[config.mk]
export PLATFORM = sky130hd
export DESIGN_NAME = foc_comp_top
export DESIGN_NICKNAME = d
export VERILOG_FILES = /design/src/logic/foc_pkg.sv /design/src/logic/foc_reg_if.sv /design/src/logic/foc_ahb_slave.sv /design/src/logic/foc_po_timer.sv /design/src/logic/foc_comp_top.sv
export VERILOG_INCLUDE_DIRS = /design/src /design/src/logic
export SDC_FILE = /design/constraint.sdc
export NUM_CORES = 1
export LEC_CHECK = 0
export ABC_AREA = 0
export BUFFER_PORTS_ARGS = -buffer_cell sky130_fd_sc_hd__clkbuf_2
export CORE_UTILIZATION = 49
export DETAILED_ROUTE_END_ITERATION = 16
export HOLD_SLACK_MARGIN = 0.15
export PLACE_DENSITY = 0.82
export SYNTH_ARGS = -nofsm -noshare
export SYNTH_HDL_FRONTEND = slang
export SYNTH_SLANG_ARGS = --single-unit
[constraint.sdc]
create_clock -name ref_clk_in -period 2.7 [get_ports ref_clk_in]
set_input_delay 0.54 -clock ref_clk_in [delete_from_list [all_inputs] [get_ports ref_clk_in]]
set_output_delay 0.54 -clock ref_clk_in [all_outputs]
set_load 0.02 [all_outputs]
[src/logic/foc_consts.svh]
// constants of the offset compensation block
`ifndef FOC_CONSTS_SVH
`define FOC_CONSTS_SVH

// =====================================================================
// register map
`define FOC_ADDR_CFG        8'h18
`define FOC_ADDR_STAT       8'h1c
`define FOC_ADDR_PWR        8'h20

// =====================================================================
// reset values
`define FOC_CFG_RESET       6'h36
`define FOC_PWR_RESET       2'h1
`define FOC_GAIN_RESET      4'h6
`define FOC_LIM_RESET       2'h2

// =====================================================================
// configuration fields
`define FOC_GATE_BIT        5
`define FOC_PRE_MSB         4
`define FOC_PRE_LSB         3
`define FOC_POST_BIT        2
`define FOC_LIM_MSB         1
`define FOC_LIM_LSB         0
`define FOC_LIM_OFF         2'h0

// =====================================================================
// loop gain codes, in units of half the base gain
`define FOC_GAIN_HALF       4'h1
`define FOC_GAIN_K          4'h2

// =====================================================================
// power-on timeout
`define FOC_RIPPLE_CYC      64
`define FOC_EXP_SEL0        9'h001
`define FOC_EXP_SEL1        9'h010
`define FOC_EXP_SEL2        9'h040
`define FOC_EXP_SEL3        9'h100

// =====================================================================
// bus encodings
`define FOC_HTRANS_ACT_BIT  1
`define FOC_HSIZE_WORD      3'h2
`define FOC_HRESP_OKAY      1'h0

`endif

[src/logic/foc_pkg.sv]
// types of the offset compensation block
package foc_pkg;

  typedef logic [3:0] foc_gain_t;

  typedef enum logic [1:0] {
    FOC_IDLE = 2'h0,
    FOC_PRE  = 2'h1,
    FOC_POST = 2'h3
  } foc_rx_state_e;

  typedef struct packed {
    logic [5:0]    cfg;
    logic [1:0]    pwr_sel;
    logic          xosc_meta;
    logic          xosc_sync;
    foc_rx_state_e st;
    logic          carrier_seen;
    logic          freeze;
    foc_gain_t     gain;
    logic [1:0]    limit;
    logic          comp_en;
  } foc_top_s;

  typedef struct packed {
    logic        pend_wr;
    logic        pend_rd;
    logic        in_range;
    logic [7:0]  addr;
    logic        hready;
    logic [31:0] hrdata;
  } foc_ahb_s;

  typedef struct packed {
    logic [15:0] ripple;
    logic [8:0]  expired;
    logic        stable;
    logic        ready_low;
  } foc_tmr_s;

endpackage

[src/logic/foc_reg_if.sv]
// register access carrier between bus slave and register file
`timescale 1ns/1ns
interface foc_reg_if;
  logic        wr_en;
  logic [7:0]  addr;
  logic [31:0] wdata;
  logic [31:0] rdata;

  modport slave (output wr_en, output addr, output wdata, input rdata);
  modport regs  (input wr_en, input addr, input wdata, output rdata);
endinterface

[src/logic/foc_ahb_slave.sv]
// ahb-lite slave front end of the register file
`timescale 1ns/1ns
`include "foc_consts.svh"
module foc_ahb_slave (
  // clock and reset
  input  wire logic        ref_clk_in,
  input  wire logic        reset_in,
  // ahb-lite
  input  wire logic        hsel_in,
  input  wire logic [31:0] haddr_in,
  input  wire logic [1:0]  htrans_in,
  input  wire logic        hwrite_in,
  input  wire logic [2:0]  hsize_in,
  input  wire logic [31:0] hwdata_in,
  input  wire logic        hready_in,
  output logic      [31:0] hrdata_out,
  output logic             hreadyout_out,
  // register side
  foc_reg_if.slave         bus
);
  import foc_pkg::*;

  localparam foc_ahb_s AHB_RST = '{pend_wr: 1'h0, pend_rd: 1'h0, in_range: 1'h0,
                                   addr: 8'h00, hready: 1'h1, hrdata: 32'h0};

  foc_ahb_s s_q;
  foc_ahb_s s_d;

  // =====================================================================
  // transfer tracking
  always_comb begin
    s_d = s_q;
    s_d.pend_wr = 1'h0;
    if (s_q.pend_rd) begin
      s_d.pend_rd = 1'h0;
      s_d.hready  = 1'h1;
      s_d.hrdata  = s_q.in_range ? bus.rdata : 32'h0;
    end
    if (hsel_in && hready_in && htrans_in[`FOC_HTRANS_ACT_BIT]) begin
      s_d.addr     = haddr_in[7:0];
      s_d.in_range = (haddr_in[31:8] == 24'h0) && (haddr_in[1:0] == 2'h0) && (hsize_in == `FOC_HSIZE_WORD);
      s_d.pend_wr  = hwrite_in;
      s_d.pend_rd  = !hwrite_in;
      s_d.hready   = hwrite_in;
    end
  end

  always_ff @(posedge ref_clk_in) begin
    if (reset_in) begin
      s_q <= AHB_RST;
    end else begin
      s_q <= s_d;
    end
  end

  assign bus.wr_en     = s_q.pend_wr & s_q.in_range;
  assign bus.addr      = s_q.addr;
  assign bus.wdata     = hwdata_in;
  assign hrdata_out    = s_q.hrdata;
  assign hreadyout_out = s_q.hready;
endmodule

[src/logic/foc_po_timer.sv]
// power-on timeout for crystal stable and chip ready
`timescale 1ns/1ns
`include "foc_consts.svh"
module foc_po_timer #(
  parameter int RIPPLE_CYCLES = `FOC_RIPPLE_CYC
) (
  // clock and reset
  input  wire logic       ref_clk_in,
  input  wire logic       reset_in,
  // control
  input  wire logic       osc_ok_in,
  input  wire logic [1:0] sel_in,
  // indications
  output logic            crystal_stable_flag_out,
  output logic            chip_ready_low_out
);
  import foc_pkg::*;

  localparam logic [15:0] RLAST = 16'(RIPPLE_CYCLES - 1);
  localparam foc_tmr_s TMR_RST = '{ripple: 16'h0, expired: 9'h0, stable: 1'h0, ready_low: 1'h1};

  foc_tmr_s   s_q;
  foc_tmr_s   s_d;
  logic [8:0] target;
  logic [8:0] exp_next;

  // =====================================================================
  // ripple expirations
  always_comb begin
    s_d = s_q;
    unique case (sel_in)
      2'h0: target = `FOC_EXP_SEL0;
      2'h1: target = `FOC_EXP_SEL1;
      2'h2: target = `FOC_EXP_SEL2;
      2'h3: target = `FOC_EXP_SEL3;
    endcase
    exp_next = s_q.expired + 9'h001;
    if (!osc_ok_in) begin
      s_d = TMR_RST;
    end else if (!s_q.stable) begin
      if (s_q.ripple == RLAST) begin
        s_d.ripple  = 16'h0;
        s_d.expired = exp_next;
        if (exp_next >= target) begin
          s_d.stable    = 1'h1;
          s_d.ready_low = 1'h0;
        end
      end else begin
        s_d.ripple = s_q.ripple + 16'h0001;
      end
    end
  end

  always_ff @(posedge ref_clk_in) begin
    if (reset_in) begin
      s_q <= TMR_RST;
    end else begin
      s_q <= s_d;
    end
  end

  assign crystal_stable_flag_out = s_q.stable;
  assign chip_ready_low_out      = s_q.ready_low;
endmodule

[src/logic/foc_comp_top.sv]
// frequency offset compensation control with register file
//
// Overview of operation
// - with the gate bit set, both the offset loop and clock recovery stay frozen until carrier sense rises.
// - before sync, loop gain follows bits 4:3 as K, 2K, 3K, 4K, reset giving 3K.
// - after sync, bit 2 set selects K/2 and clear keeps the pre-sync gain.
// - bits 1:0 set saturation at off, bandwidth/8, /4, /2, reset giving /4.
// - crystal stable and chip ready assert in the same cycle after the power-on timeout.
`timescale 1ns/1ns
`include "foc_consts.svh"
module foc_comp_top #(
  parameter int RIPPLE_CYCLES = `FOC_RIPPLE_CYC
) (
  // clock and reset
  input  wire logic              ref_clk_in,
  input  wire logic              reset_in,
  // ahb-lite
  input  wire logic              hsel_in,
  input  wire logic [31:0]       haddr_in,
  input  wire logic [1:0]        htrans_in,
  input  wire logic              hwrite_in,
  input  wire logic [2:0]        hsize_in,
  input  wire logic [31:0]       hwdata_in,
  input  wire logic              hready_in,
  output logic      [31:0]       hrdata_out,
  output logic                   hreadyout_out,
  output logic                   hresp_out,
  // demodulator events
  input  wire logic              carrier_sense_in,
  input  wire logic              sync_detect_in,
  input  wire logic              rx_start_in,
  input  wire logic              rx_end_in,
  // crystal oscillator pin
  input  wire logic              xosc_running_in,
  // loop control
  output logic                   offset_loop_freeze_out,
  output logic                   clock_recovery_freeze_out,
  output foc_pkg::foc_gain_t     offset_gain_out,
  output logic      [1:0]        offset_saturation_out,
  output logic                   offset_comp_enable_out,
  // power-on indications
  output logic                   crystal_stable_flag_out,
  output logic                   chip_ready_low_out
);
  import foc_pkg::*;

  // =====================================================================
  // elaboration checks
  generate
    if (RIPPLE_CYCLES < 1 || RIPPLE_CYCLES > 65535) begin : g_bad_ripple
      $error("ripple period out of range");
    end
  endgenerate

  localparam foc_top_s TOP_RST = '{cfg: `FOC_CFG_RESET, pwr_sel: `FOC_PWR_RESET, xosc_meta: 1'h0,
                                   xosc_sync: 1'h0, st: FOC_IDLE, carrier_seen: 1'h0, freeze: 1'h1,
                                   gain: `FOC_GAIN_RESET, limit: `FOC_LIM_RESET, comp_en: 1'h1};

  foc_top_s  s_q;
  foc_top_s  s_d;
  foc_gain_t pre_gain;
  foc_gain_t post_gain;
  logic [11:0] status;

  foc_reg_if bus ();

  function automatic foc_gain_t pre_gain_f(input logic [1:0] code);
    return {1'h0, code, 1'h0} + `FOC_GAIN_K;
  endfunction

  // =====================================================================
  // bus slave
  foc_ahb_slave u_ahb (
    .ref_clk_in    (ref_clk_in),
    .reset_in      (reset_in),
    .hsel_in       (hsel_in),
    .haddr_in      (haddr_in),
    .htrans_in     (htrans_in),
    .hwrite_in     (hwrite_in),
    .hsize_in      (hsize_in),
    .hwdata_in     (hwdata_in),
    .hready_in     (hready_in),
    .hrdata_out    (hrdata_out),
    .hreadyout_out (hreadyout_out),
    .bus           (bus.slave)
  );

  assign hresp_out = `FOC_HRESP_OKAY;

  // =====================================================================
  // power-on timeout
  foc_po_timer #(
    .RIPPLE_CYCLES (RIPPLE_CYCLES)
  ) u_po (
    .ref_clk_in              (ref_clk_in),
    .reset_in                (reset_in),
    .osc_ok_in               (s_q.xosc_sync),
    .sel_in                  (s_q.pwr_sel),
    .crystal_stable_flag_out (crystal_stable_flag_out),
    .chip_ready_low_out      (chip_ready_low_out)
  );

  // =====================================================================
  // register read
  assign status = {s_q.limit, s_q.gain, s_q.freeze, s_q.st, s_q.carrier_seen,
                   chip_ready_low_out, crystal_stable_flag_out};

  always_comb begin
    unique case (bus.addr)
      `FOC_ADDR_CFG:  bus.rdata = 32'(s_q.cfg);
      `FOC_ADDR_STAT: bus.rdata = 32'(status);
      `FOC_ADDR_PWR:  bus.rdata = 32'(s_q.pwr_sel);
      default:        bus.rdata = 32'h0;
    endcase
  end

  // =====================================================================
  // control state
  always_comb begin
    s_d = s_q;
    s_d.xosc_meta = xosc_running_in;
    s_d.xosc_sync = s_q.xosc_meta;
    if (bus.wr_en && bus.addr == `FOC_ADDR_CFG) begin
      s_d.cfg = bus.wdata[5:0];
    end
    if (bus.wr_en && bus.addr == `FOC_ADDR_PWR) begin
      s_d.pwr_sel = bus.wdata[1:0];
    end
    // reception tracking, new reception wins over sync
    if (rx_start_in) begin
      s_d.st           = FOC_PRE;
      s_d.carrier_seen = 1'h0;
    end else if (rx_end_in) begin
      s_d.st = FOC_IDLE;
    end else if (sync_detect_in && s_q.st == FOC_PRE) begin
      s_d.st = FOC_POST;
    end
    if (carrier_sense_in) begin
      s_d.carrier_seen = 1'h1;
    end
    s_d.freeze  = s_d.cfg[`FOC_GATE_BIT] & ~s_d.carrier_seen;
    pre_gain    = pre_gain_f(s_d.cfg[`FOC_PRE_MSB:`FOC_PRE_LSB]);
    post_gain   = s_d.cfg[`FOC_POST_BIT] ? `FOC_GAIN_HALF : pre_gain;
    s_d.gain    = (s_d.st == FOC_POST) ? post_gain : pre_gain;
    s_d.limit   = s_d.cfg[`FOC_LIM_MSB:`FOC_LIM_LSB];
    s_d.comp_en = s_d.limit != `FOC_LIM_OFF;
  end

  always_ff @(posedge ref_clk_in) begin
    if (reset_in) begin
      s_q <= TOP_RST;
    end else begin
      s_q <= s_d;
    end
  end

  assign offset_loop_freeze_out    = s_q.freeze;
  assign clock_recovery_freeze_out = s_q.freeze;
  assign offset_gain_out           = s_q.gain;
  assign offset_saturation_out     = s_q.limit;
  assign offset_comp_enable_out    = s_q.comp_en;

  logic past_valid_q;
  always_ff @(posedge ref_clk_in) begin
    if (reset_in) begin
      past_valid_q <= 1'h0;
    end else begin
      past_valid_q <= 1'h1;
    end
  end
endmodule

After elaboration in Yosys (flattened, before gate mapping)
Cells that the tools add are included.
{"block": "word_totals", "reg_bits": 92, "latchBits": 0, "ramBits": 0, "mem_bits_ro": 0, "inputBits": 79, "out_inout_bits": 45, "word_cells": 74, "mem_count": 0}
{"block": "op_classes", "addsub": 3, "multipliers": 0, "div_mod_pow": 0, "order_cmp": 1, "n_eq_ne": 10, "shifts": 0, "muxes": 17, "bitwise": 6, "reduce_logical": 17}
{"op": "$pmux 12 s3", "n": 1}
{"op": "$pmux 9 s4", "n": 1}
{"op": "$mux 33", "n": 1}
{"op": "$logic_not 24->1", "n": 1}
{"op": "$add 16x1->16 const B", "n": 1}
{"op": "$eq 16x6->1 const B", "n": 1}
{"op": "$eq 8x5->1 const B", "n": 2}
{"op": "$mux 16", "n": 1}
{"op": "$mux 12", "n": 1}
{"op": "$mux 2", "n": 6}
{"op": "$add 9x1->9 const B", "n": 1}
{"op": "$ge 9x9->1", "n": 1}
{"op": "$eq 8x6->1 const B", "n": 1}
{"op": "$mux 4", "n": 2}
{"op": "$logic_and 1x1->1", "n": 7}
{"op": "$eq 2x2->1 const B", "n": 3}
{"op": "$mux 6", "n": 1}
{"op": "$add 3x2->4 const B", "n": 1}
{"op": "$eq 2x1->1 const B", "n": 2}
{"op": "$logic_not 2->1", "n": 2}
{"op": "$not 1->1", "n": 4}
{"op": "$reduce_bool 2->1", "n": 2}
{"op": "$reduce_or 2->1", "n": 2}
{"op": "$eq 3x2->1 const B", "n": 1}
{"op": "5 further kinds", "n": 8}

Logic depth before layout (Yosys ltp)
Gate-level depths: netlist of run 1.
{"block": "depth", "ltp_word": 7, "depth_mapped": 10}

Modules after synthesis
A second synthesis of run 1 with hierarchy kept.
{"block": "hier_totals", "cells_unflattened": 515, "hier_area_um2": 4789.6}
{"mod": "foc_ahb_slave", "n_inst": 1, "cells_each": 253, "area_each_um2": 2441.1, "seq_area_each_um2": 880.8}
{"mod": "foc_po_timer", "n_inst": 1, "cells_each": 164, "area_each_um2": 1443.9, "seq_area_each_um2": 540.5}
{"mod": "foc_comp_top", "n_inst": 1, "cells_each": 98, "area_each_um2": 904.6, "seq_area_each_um2": 380.4}

Worst setup path after synthesis of run 1
OpenSTA, ideal clock, no wires.
{"block": "synth_path", "kind": "register to register", "startpoint": "reg u_po.s_q[2] (netlist name)", "endpoint": "reg u_po.s_q, in the netlist u_po.chip_ready_low_out", "setup_ns": 0.122, "arrival_time_ns": 1.868, "required_time_ns": 2.578, "path_slack_ns": 0.710, "stages_incl_launch_ff": 11, "path_buffers": 0, "period_less_slack_ns": 1.990, "cell_sequence": "dfxtp_1 ha_1 nand3_1 nor2_1 xor2_1 ha_1 nor2_1 nor2_1 and4_1 inv_1 o32a_1"}
{"block": "synth_between", "elab_chain_cells": 3}
{"element": "from (decl)", "line": "foc_po_timer.sv:22", "text": "foc_tmr_s s_q;"}
{"element": "from (signal assigned)", "line": "foc_po_timer.sv:56", "text": "s_q <= TMR_RST;"}
{"element": "from (signal assigned)", "line": "foc_po_timer.sv:58", "text": "s_q <= s_d;"}
{"element": "$add 9x1->9", "line": "foc_po_timer.sv:37", "text": "exp_next = s_q.expired + 9'h001;"}
{"element": "via u_po.exp_next[8]", "line": "foc_po_timer.sv:25", "text": "logic [8:0] exp_next;"}
{"element": "$ge 9x9->1", "line": "foc_po_timer.sv:44", "text": "if (exp_next >= target) begin"}
{"element": "$reduce_and 3->1 (no line)"}
The timed path passes the listed nets, and every way through them passes these cells.
A chain may end at the register's enable or synchronous reset.

Worst setup path after layout of run 1
Same ends and word-level chain as after synthesis.

==> results of run 1 <==
metrics by stage:
| step | cell area (um^2) | hold slack, ns | setup WS [ns] | utilization [%] | total power, uW |
|---|---|---|---|---|---|
| after floorplan | 3440 | 0.414 | 0.710 | - | 1160 |
| after global placement | 3560 | 0.420 | 0.567 | 54.9 | 1190 |
| after detailed placement | 3560 | 0.453 | 0.527 | 54.9 | 1190 |
| after CTS | 3800 | 0.345 | 0.502 | 58.4 | 2140 |
| after global routing | 3800 | 0.360 | 0.301 | 58.4 | 2200 |
| final | 3800 | 0.370 | 0.499 | 58.4 | 2120 |
worst max path at each step:
stage,to,slack [ns],cells after the start
3_5_place_dp,u_po.chip_ready_low_out,0.53,10
3_3_place_gp,u_po.chip_ready_low_out,0.57,10
2_1_floorplan,u_po.chip_ready_low_out,0.71,10
5_1_grt,u_po.chip_ready_low_out,0.30,10
6_report,u_po.chip_ready_low_out,0.50,10
4_1_cts,u_po.chip_ready_low_out,0.50,10
worst max-delay path: stages, from the launching register on:
cell and delay, ns:
dfxtp_1 0.40, ha_1 0.24, nand3_1 0.19, nor2_1 0.17
xor2_1 0.17, ha_1 0.19, nor2_1 0.05, nor2_1 0.07
and4_1 0.23, inv_1 0.05, o32a_1 0.33
synthesized netlist by cell type, types with 2 or more instances:
cell      instances  area (um^2)
a21o_1            2         15.0
a21oi_1          17         85.1
a22o_1            7         61.3
a22oi_1           2         15.0
a31oi_1           3         18.8
and3_1            5         31.3
and4_1            5         43.8
buf_1             3         11.3
buf_2             2         10.0
buf_4            40          300
buf_6             2         22.5
clkbuf_1          4         15.0
dfxtp_1          70         1400
ha_1              7         87.6
inv_1             7         26.3
mux2_2            5         56.3
mux2i_1           8         80.1
nand2_1          16         60.1
nand2b_1         11         68.8
nand3_1          17         85.1
nand4_1           7         43.8
nor2_1           51          191
nor2b_1           8         50.1
nor3_1            9         45.0
nor3b_1           2         15.0
nor4_1           10         62.6
o21ai_0           5         25.0
xnor2_1          18          158
xor2_1           11         96.3
area by class of cell:
cell class,instances,area share (%)
repair buffers,77,10.3
flip-flops and latches,70,36.9
well taps,77,2.54
inverters,7,0.692
clock inverters,6,2.50
clock buffers,10,3.63
multi-input cells,265,43.4
metal layers:
| metal | wire, um | up-vias | global-route usage [%] | part of all wire, % |
|---|---|---|---|---|
| met2 | 3240 | 112 | 33.3 | 49 |
| met4 | 206 | 0 | 11.1 | 3.1 |
| li1 | - | 1345 | - | - |
| met1 | 2780 | 1240 | 22.6 | 42 |
| met5 | 0 | - | 0 | 0 |
| met3 | 375 | 16 | 4.28 | 5.7 |
report_power, final:
group | total, uW | switching, uW | internal (uW)
Combinational | 115 | 70.7 | 43.9
Sequential | 1050 | 8.82 | 1040
Clock | 952 | 401 | 551
registers in the layout, summed over array words and instances, names as in the netlist:
signal / cells
s_d: 1
u_po.crystal_stable_flag_out: 1
u_ahb.s_q: 3
clock_recovery_freeze_out: 1
u_ahb.hreadyout_out: 1
offset_gain_out: 4
u_ahb.bus.addr: 8
u_po.chip_ready_low_out: 1
u_ahb.hrdata_out: 12
offset_comp_enable_out: 1
u_po.s_q: 25
s_q: 12
logic make-up after synthesis:
group / after synthesis
AND/OR/NAND/NOR: 153
flip-flops: 70
buffers and inverters: 59
AO/OA/AOI/OAI: 42
XOR/XNOR: 29
multiplexers: 13
adder cells (fa/ha/maj): 7
other: 1
==> run_results.csv, run 1 <==
group,metric,value,unit
grt,grt_pass1_vias,2605,
routing,first_pass_iters,13,
worst_hold_path,holdCritPathClass,"in2reg",
synth,synth_xor_area_share,7.55,%
timing,finalSetupViolations,0,
clock_tree,post_cts_buffers,0,
synth,synth-simple-area-share,24.5,%
critical_path,reg2reg_slack,0.50,ns
critical_path,critPathMaxFanout,4,
floorplanning,fp.coreArea,6490,um^2
power_and_ir_drop,p_leak,0.00160,uW
floorplanning,io_pins,124,
grt,grt_use_total,19.5,%
clock_tree,clock-sinks,70,
grt,grt_overflow,0,
routing,routedWlPerCell,12.9,um
routing,drc_errors,0,
synth,synth_top_family_by_area,"simple AND/OR/NAND/NOR gates",
synth,synth_area,3370,um^2
floorplanning,die_h,84.9,um
layout,fillers,564,
outcome,run_status,"complete, no violations",
routing,drt_iter0_drc,132,
floorplanning,dieWidth,84.9,um
clock_tree,cts_tree,"built",
layout,layout_common_cells,"clkbuf_2, dfxtp_1, nor2_1",
critical_path,criticalPathCategory,"reg2reg",
clock_tree,clockBufferDepth,2,
clock_tree,cts_buffers,9,
floorplanning,die_area,7200,um^2
synth,synth_compound_area_share,7.99,%
power_and_ir_drop,power_density,558,nW/um^2
timing,layout_min_cycle_time,2.20,ns
critical_path,startpoint_type,"flip-flop",
synth,synthAdderAreaFrac,2.60,%
clock_tree,cts.clk_slew.worst_paths,0.08,ns
synth,syn_avg_cell_area,9.00,um^2
synth,ys_seq_area_share,41.6,%
synth,ys.flop_type,"dfxtp_1",
critical_path,crit_path_end_kind,"flip-flop",
routing,num_vias,2713,
layout,drive_gt1_share,23.7,%
layout,multi_input_area,1650,um^2
grt,grt_max_degree,28,
timing,max-slew-margin-rel,46.8,%
placed_design,port_buffers,75,
grt,antenna_found_initial,0,
layout,diodes,0,
synth,synth_cell_type_count,49,
grt,grt_pass1_wl,11200,um
placed_design,gp_congestion,0.828,
routing,vias_per_cell,5.30,
clock_tree,cts_root_buf,"clkbuf_8",
clock_tree,cts-resized-gates,0,
synth,synthMuxAreaShare,4.05,%
critical_path,setup.worst_path.start,"u_po.s_q[2]",
placed_design,dp.final_hpwl,4870,um
layout,nNetsFinal,516,
timing,tightestPinTransition,0.795,ns
critical_path,worstPathRequired,2.93,ns
synth,async_flop_share,0,%
timing,clock.fmax,454,MHz
clock_tree,cts_max_level,3,
floorplanning,start_util,51.8,%
synth,synthesis.instances,374,
layout,finalNonFillerCells,512,
timing,hold_viol,0,
layout,final_common_cell,"clkbuf_2",
layout,syn_to_final_growth,12.8,%
synth,synth_warnings,0,
worst_hold_path,worstHoldEndpoint,"s_q[10]",
routing,ant_nets,0,
timing,rsz0062_at_grt,"false",
timing,clock_skew,0.00574,ns
power_and_ir_drop,irDropWorstVdd,488,uV
timing,post-route-period-util,81.5,%
placed_design,dp_cells,496,
worst_hold_path,hold_depth,2,
critical_path,reg2reg_from,"u_po.s_q[2]",
worst_hold_path,min_from,"rx_end_in",
routing,drt_wl_total,6600,um
synth,synth-edff-count,0,
synth,synth-seq-cells,70,
clock_tree,clk_latency,0.34,ns
critical_path,reg2reg_depth,10,
layout,seqCellArea,1400,um^2
critical_path,worstReg2RegEnd,"u_po.chip_ready_low_out",
floorplanning,num_rows,29,
critical_path,arrival,2.43,ns
flow_run,maxCapViolations,0,
timing,fin_tns_setup,0,ns
clock_tree,cts_hold_buf,0,
timing,maxSlewViolCount,0,
Note: power is estimated with default switching activity, not from simulation.
==> run 2: changes to the inputs <==
--- a/config.mk
+++ b/config.mk
@@ -6,12 +6,12 @@
 export SDC_FILE = /design/constraint.sdc
 export NUM_CORES = 1
 export LEC_CHECK = 0
-export ABC_AREA = 0
+export ABC_AREA = 1
 export BUFFER_PORTS_ARGS = -buffer_cell sky130_fd_sc_hd__clkbuf_2
-export CORE_UTILIZATION = 49
+export CORE_UTILIZATION = 45
 export DETAILED_ROUTE_END_ITERATION = 16
 export HOLD_SLACK_MARGIN = 0.15
-export PLACE_DENSITY = 0.82
+export PLACE_DENSITY = 0.79
 export SYNTH_ARGS = -nofsm -noshare
 export SYNTH_HDL_FRONTEND = slang
 export SYNTH_SLANG_ARGS = --single-unit
==> constraint.sdc (replaced) <==
create_clock -name ref_clk_in -period 1.96 [get_ports ref_clk_in]
set_input_delay 0.392 -clock ref_clk_in [delete_from_list [all_inputs] [get_ports ref_clk_in]]
set_output_delay 0.392 -clock ref_clk_in [all_outputs]
set_load 0.02 [all_outputs]
==> run 2 against run 1 <==
Against the previous run:
- design area rose by 8.1%
- register-to-register slack worse by 0.36 ns
- sequential power increased by 37%
- critical path type unchanged
==> run_results.csv, run 2 <==
group,metric,value,unit
floorplanning,fp.coreArea,7690,um^2
synth,synthAdderAreaFrac,2.45,%
layout,regMostFlops,"u_po.s_q",
critical_path,reg2reg_slack,0.13,ns
layout,diodes,0,
grt,grt_pass1_vias,3032,
timing,hold_viol,0,
critical_path,worst_path_max_delay_cell,"dfxtp_4",
critical_path,crit_chain,"ha_2 -> nand2_1 -> nor3_2 -> nand3_1 -> xnor2_2 -> ha_1 -> nand2_1 -> nand2_1 -> nand2_1 -> nand2_1 -> nand2_1",
grt,grt_max_degree,23,
synth,synth_xor_area_share,3.43,%
clock_tree,cts_tree,"built",
grt,grt_use_total,19.0,%
layout,layout_common_cells,"nand2_1, clkbuf_2, dfxtp_1",
critical_path,worstPathRequired,2.20,ns
outcome,run_status,"complete, no violations",
synth,synth_top_area_share,39.2,%
placed_design,post_dp_cell_area,3860,um^2
layout,post-route-util,53.4,%
grt,antenna_found_initial,0,
clock_tree,clock-sinks,70,
layout,final_common_cell,"nand2_1",
critical_path,path_buf_inv,0,
clock_tree,cts_hold_buf,0,
clock_tree,cts_buffers,9,
timing,post-route-period-util,93.1,%
synth,synth_area_leader_cell,"dfxtp_1",
synth,synth-seq-cells,70,
timing,layout_min_cycle_time,1.83,ns
layout,final_area,4100,um^2
floorplanning,die_area,8310,um^2
critical_path,critPathMaxStageDelay,0.37,ns
power_and_ir_drop,power_density,719,nW/um^2
routing,routedWlPerCell,11.4,um
layout,finalNonFillerCells,653,
flow_run,maxCapViolations,0,
clock_tree,cts_max_level,3,
clock_tree,clockBufferDepth,2,
synth,synth_area,3580,um^2
synth,synth_most_common_cell,"nand2_1",
timing,clock.fmax,548,MHz
synth,async_flop_share,0,%
floorplanning,start_util,46.5,%
synth,synth-edff-count,0,
layout,fillers,748,
floorplanning,io_pins,124,
placed_design,dp_cells,637,
routing,drt_iter0_drc,110,
timing,setup_ws,0.135,ns
layout,largest_reg_flops,25,
floorplanning,dieWidth,91.1,um
worst_hold_path,holdCritPathClass,"in2reg",
timing,worst_hold_slack,0.223,ns
critical_path,crit_path_end_kind,"flip-flop",
placed_design,port_buffers,75,
critical_path,criticalPathCategory,"reg2reg",
placed_design,dp.final_hpwl,5690,um
routing,num_vias,3145,
routing,drt_wl_total,7460,um
synth,synth_warnings,0,
placed_design,preCtsSetupSlack,0.0732,ns
synth,synthesis.instances,483,
synth,synth_cell_type_count,44,
floorplanning,num_rows,32,
placed_design,gp_congestion,0.823,
clock_tree,cts_root_buf,"clkbuf_8",
clock_tree,cts.clk_slew.worst_paths,0.08,ns
routing,vias_per_cell,4.82,
layout,nNetsFinal,632,
clock_tree,clk_latency,0.35,ns
routing,first_pass_iters,4,
synth,synthMuxAreaShare,0,%
synth,ys.flop_type,"dfxtp_1",
synth,synth-simple-area-share,30.6,%
synth,synth_top_family_by_area,"simple AND/OR/NAND/NOR gates",
critical_path,critical_path.top_delay_family,"simple AND/OR/NAND/NOR gates",
grt,grt_pass1_wl,12600,um
synth,synthTopCellsByCount,"nand2_1, dfxtp_1, nor2_1",
critical_path,arrival,2.07,ns
timing,clock_skew,0.00709,ns
routing,ant_nets,0,
synth,ys_seq_area_share,39.2,%
layout,syn_to_final_growth,14.8,%
timing,maxSlewViolCount,0,
synth,syn_avg_cell_area,7.40,um^2
grt,grt_overflow,0,
power_and_ir_drop,irDropWorstVdd,600,uV
floorplanning,die_h,91.1,um
layout,drive_gt1_share,25.4,%
critical_path,startpoint_type,"flip-flop",
critical_path,cpMostUsedCell,"nand2_1",
synth,synth_compound_area_share,8.36,%
synth,synthTopCellsByArea,"dfxtp_1, nand2_1, buf_4, nor2_1, inv_1",
routing,drc_errors,0,
timing,finalSetupViolations,0,
power_and_ir_drop,p_leak,0.00187,uW
critical_path,critPathMaxFanout,5,
[run 2: cell count changes in the layout (fill, tap and decap cells not counted), moves of 13 or more]
cell and delta:
inv_1 +37, xnor2_1 -17, nand2_1 +85, nand3_1 +15, inv_2 +13, o21ai_0 +14
[run 2: cells by family (layout without fill, tap and decap cells)]
logic type,Yosys count,count (layout)
XOR/XNOR,14,14
other,1,21
flip-flops,70,70
AND/OR/NAND/NOR,229,229
adder cells (fa/ha/maj),7,7
AO/OA/AOI/OAI,53,53
buffers and inverters,109,157
[run 2: per-layer routing]
metal / track usage [%] / wire length [um] / up-vias / part of all wire, %
met4: 8.33 / 114 / 0 / 1.5
met3: 3.18 / 355 / 9 / 4.8
met5: 0 / 0 / - / 0
li1: - / - / 1617 / -
met1: 20.8 / 3220 / 1421 / 43
met2: 35.6 / 3770 / 98 / 51
[run 2: final timing paths]
| kind | from | end | cells after the start |
|---|---|---|---|
| max reg2reg | u_po.s_q[2] | u_po.chip_ready_low_out | 11 |
| max | u_po.s_q[2] | u_po.chip_ready_low_out | 11 |
| min reg2reg | s_d[11] | s_q[11] | 2 |
| min | hwrite_in | u_ahb.s_q[42] | 2 |
[run 2: layout make-up]
type	count	area (um^2)	area share (%)
tap	102	128	3.11
sequential	70	1410	34.3
inverter	61	233	5.67
timing repair buffer	80	413	10.1
multi-input combinational	324	1700	41.3
clock buffer	9	124	3.02
clock inverter	7	105	2.56
[run 2: repair_timing]
item                       4_1_cts  5_1_grt
setup buffers                    0        0
setup endpoints to repair        0        2
resized for setup                0        6
[run 2: through the flow]
step | power, uW | setup TNS (ns)
after floorplan | 1600 | 0
after CTS | 2970 | 0
after global placement | 1640 | 0
final | 2950 | 0
after detailed placement | 1640 | 0
after global routing | 3050 | -0.0137
[run 2: where the power goes]
| group | switching [uW] | internal [uW] |
|---|---|---|
| logic | 109 | 59.0 |
| clock network | 604 | 736 |
| registers | 8.10 | 1430 |
| total | 721 | 2230 |
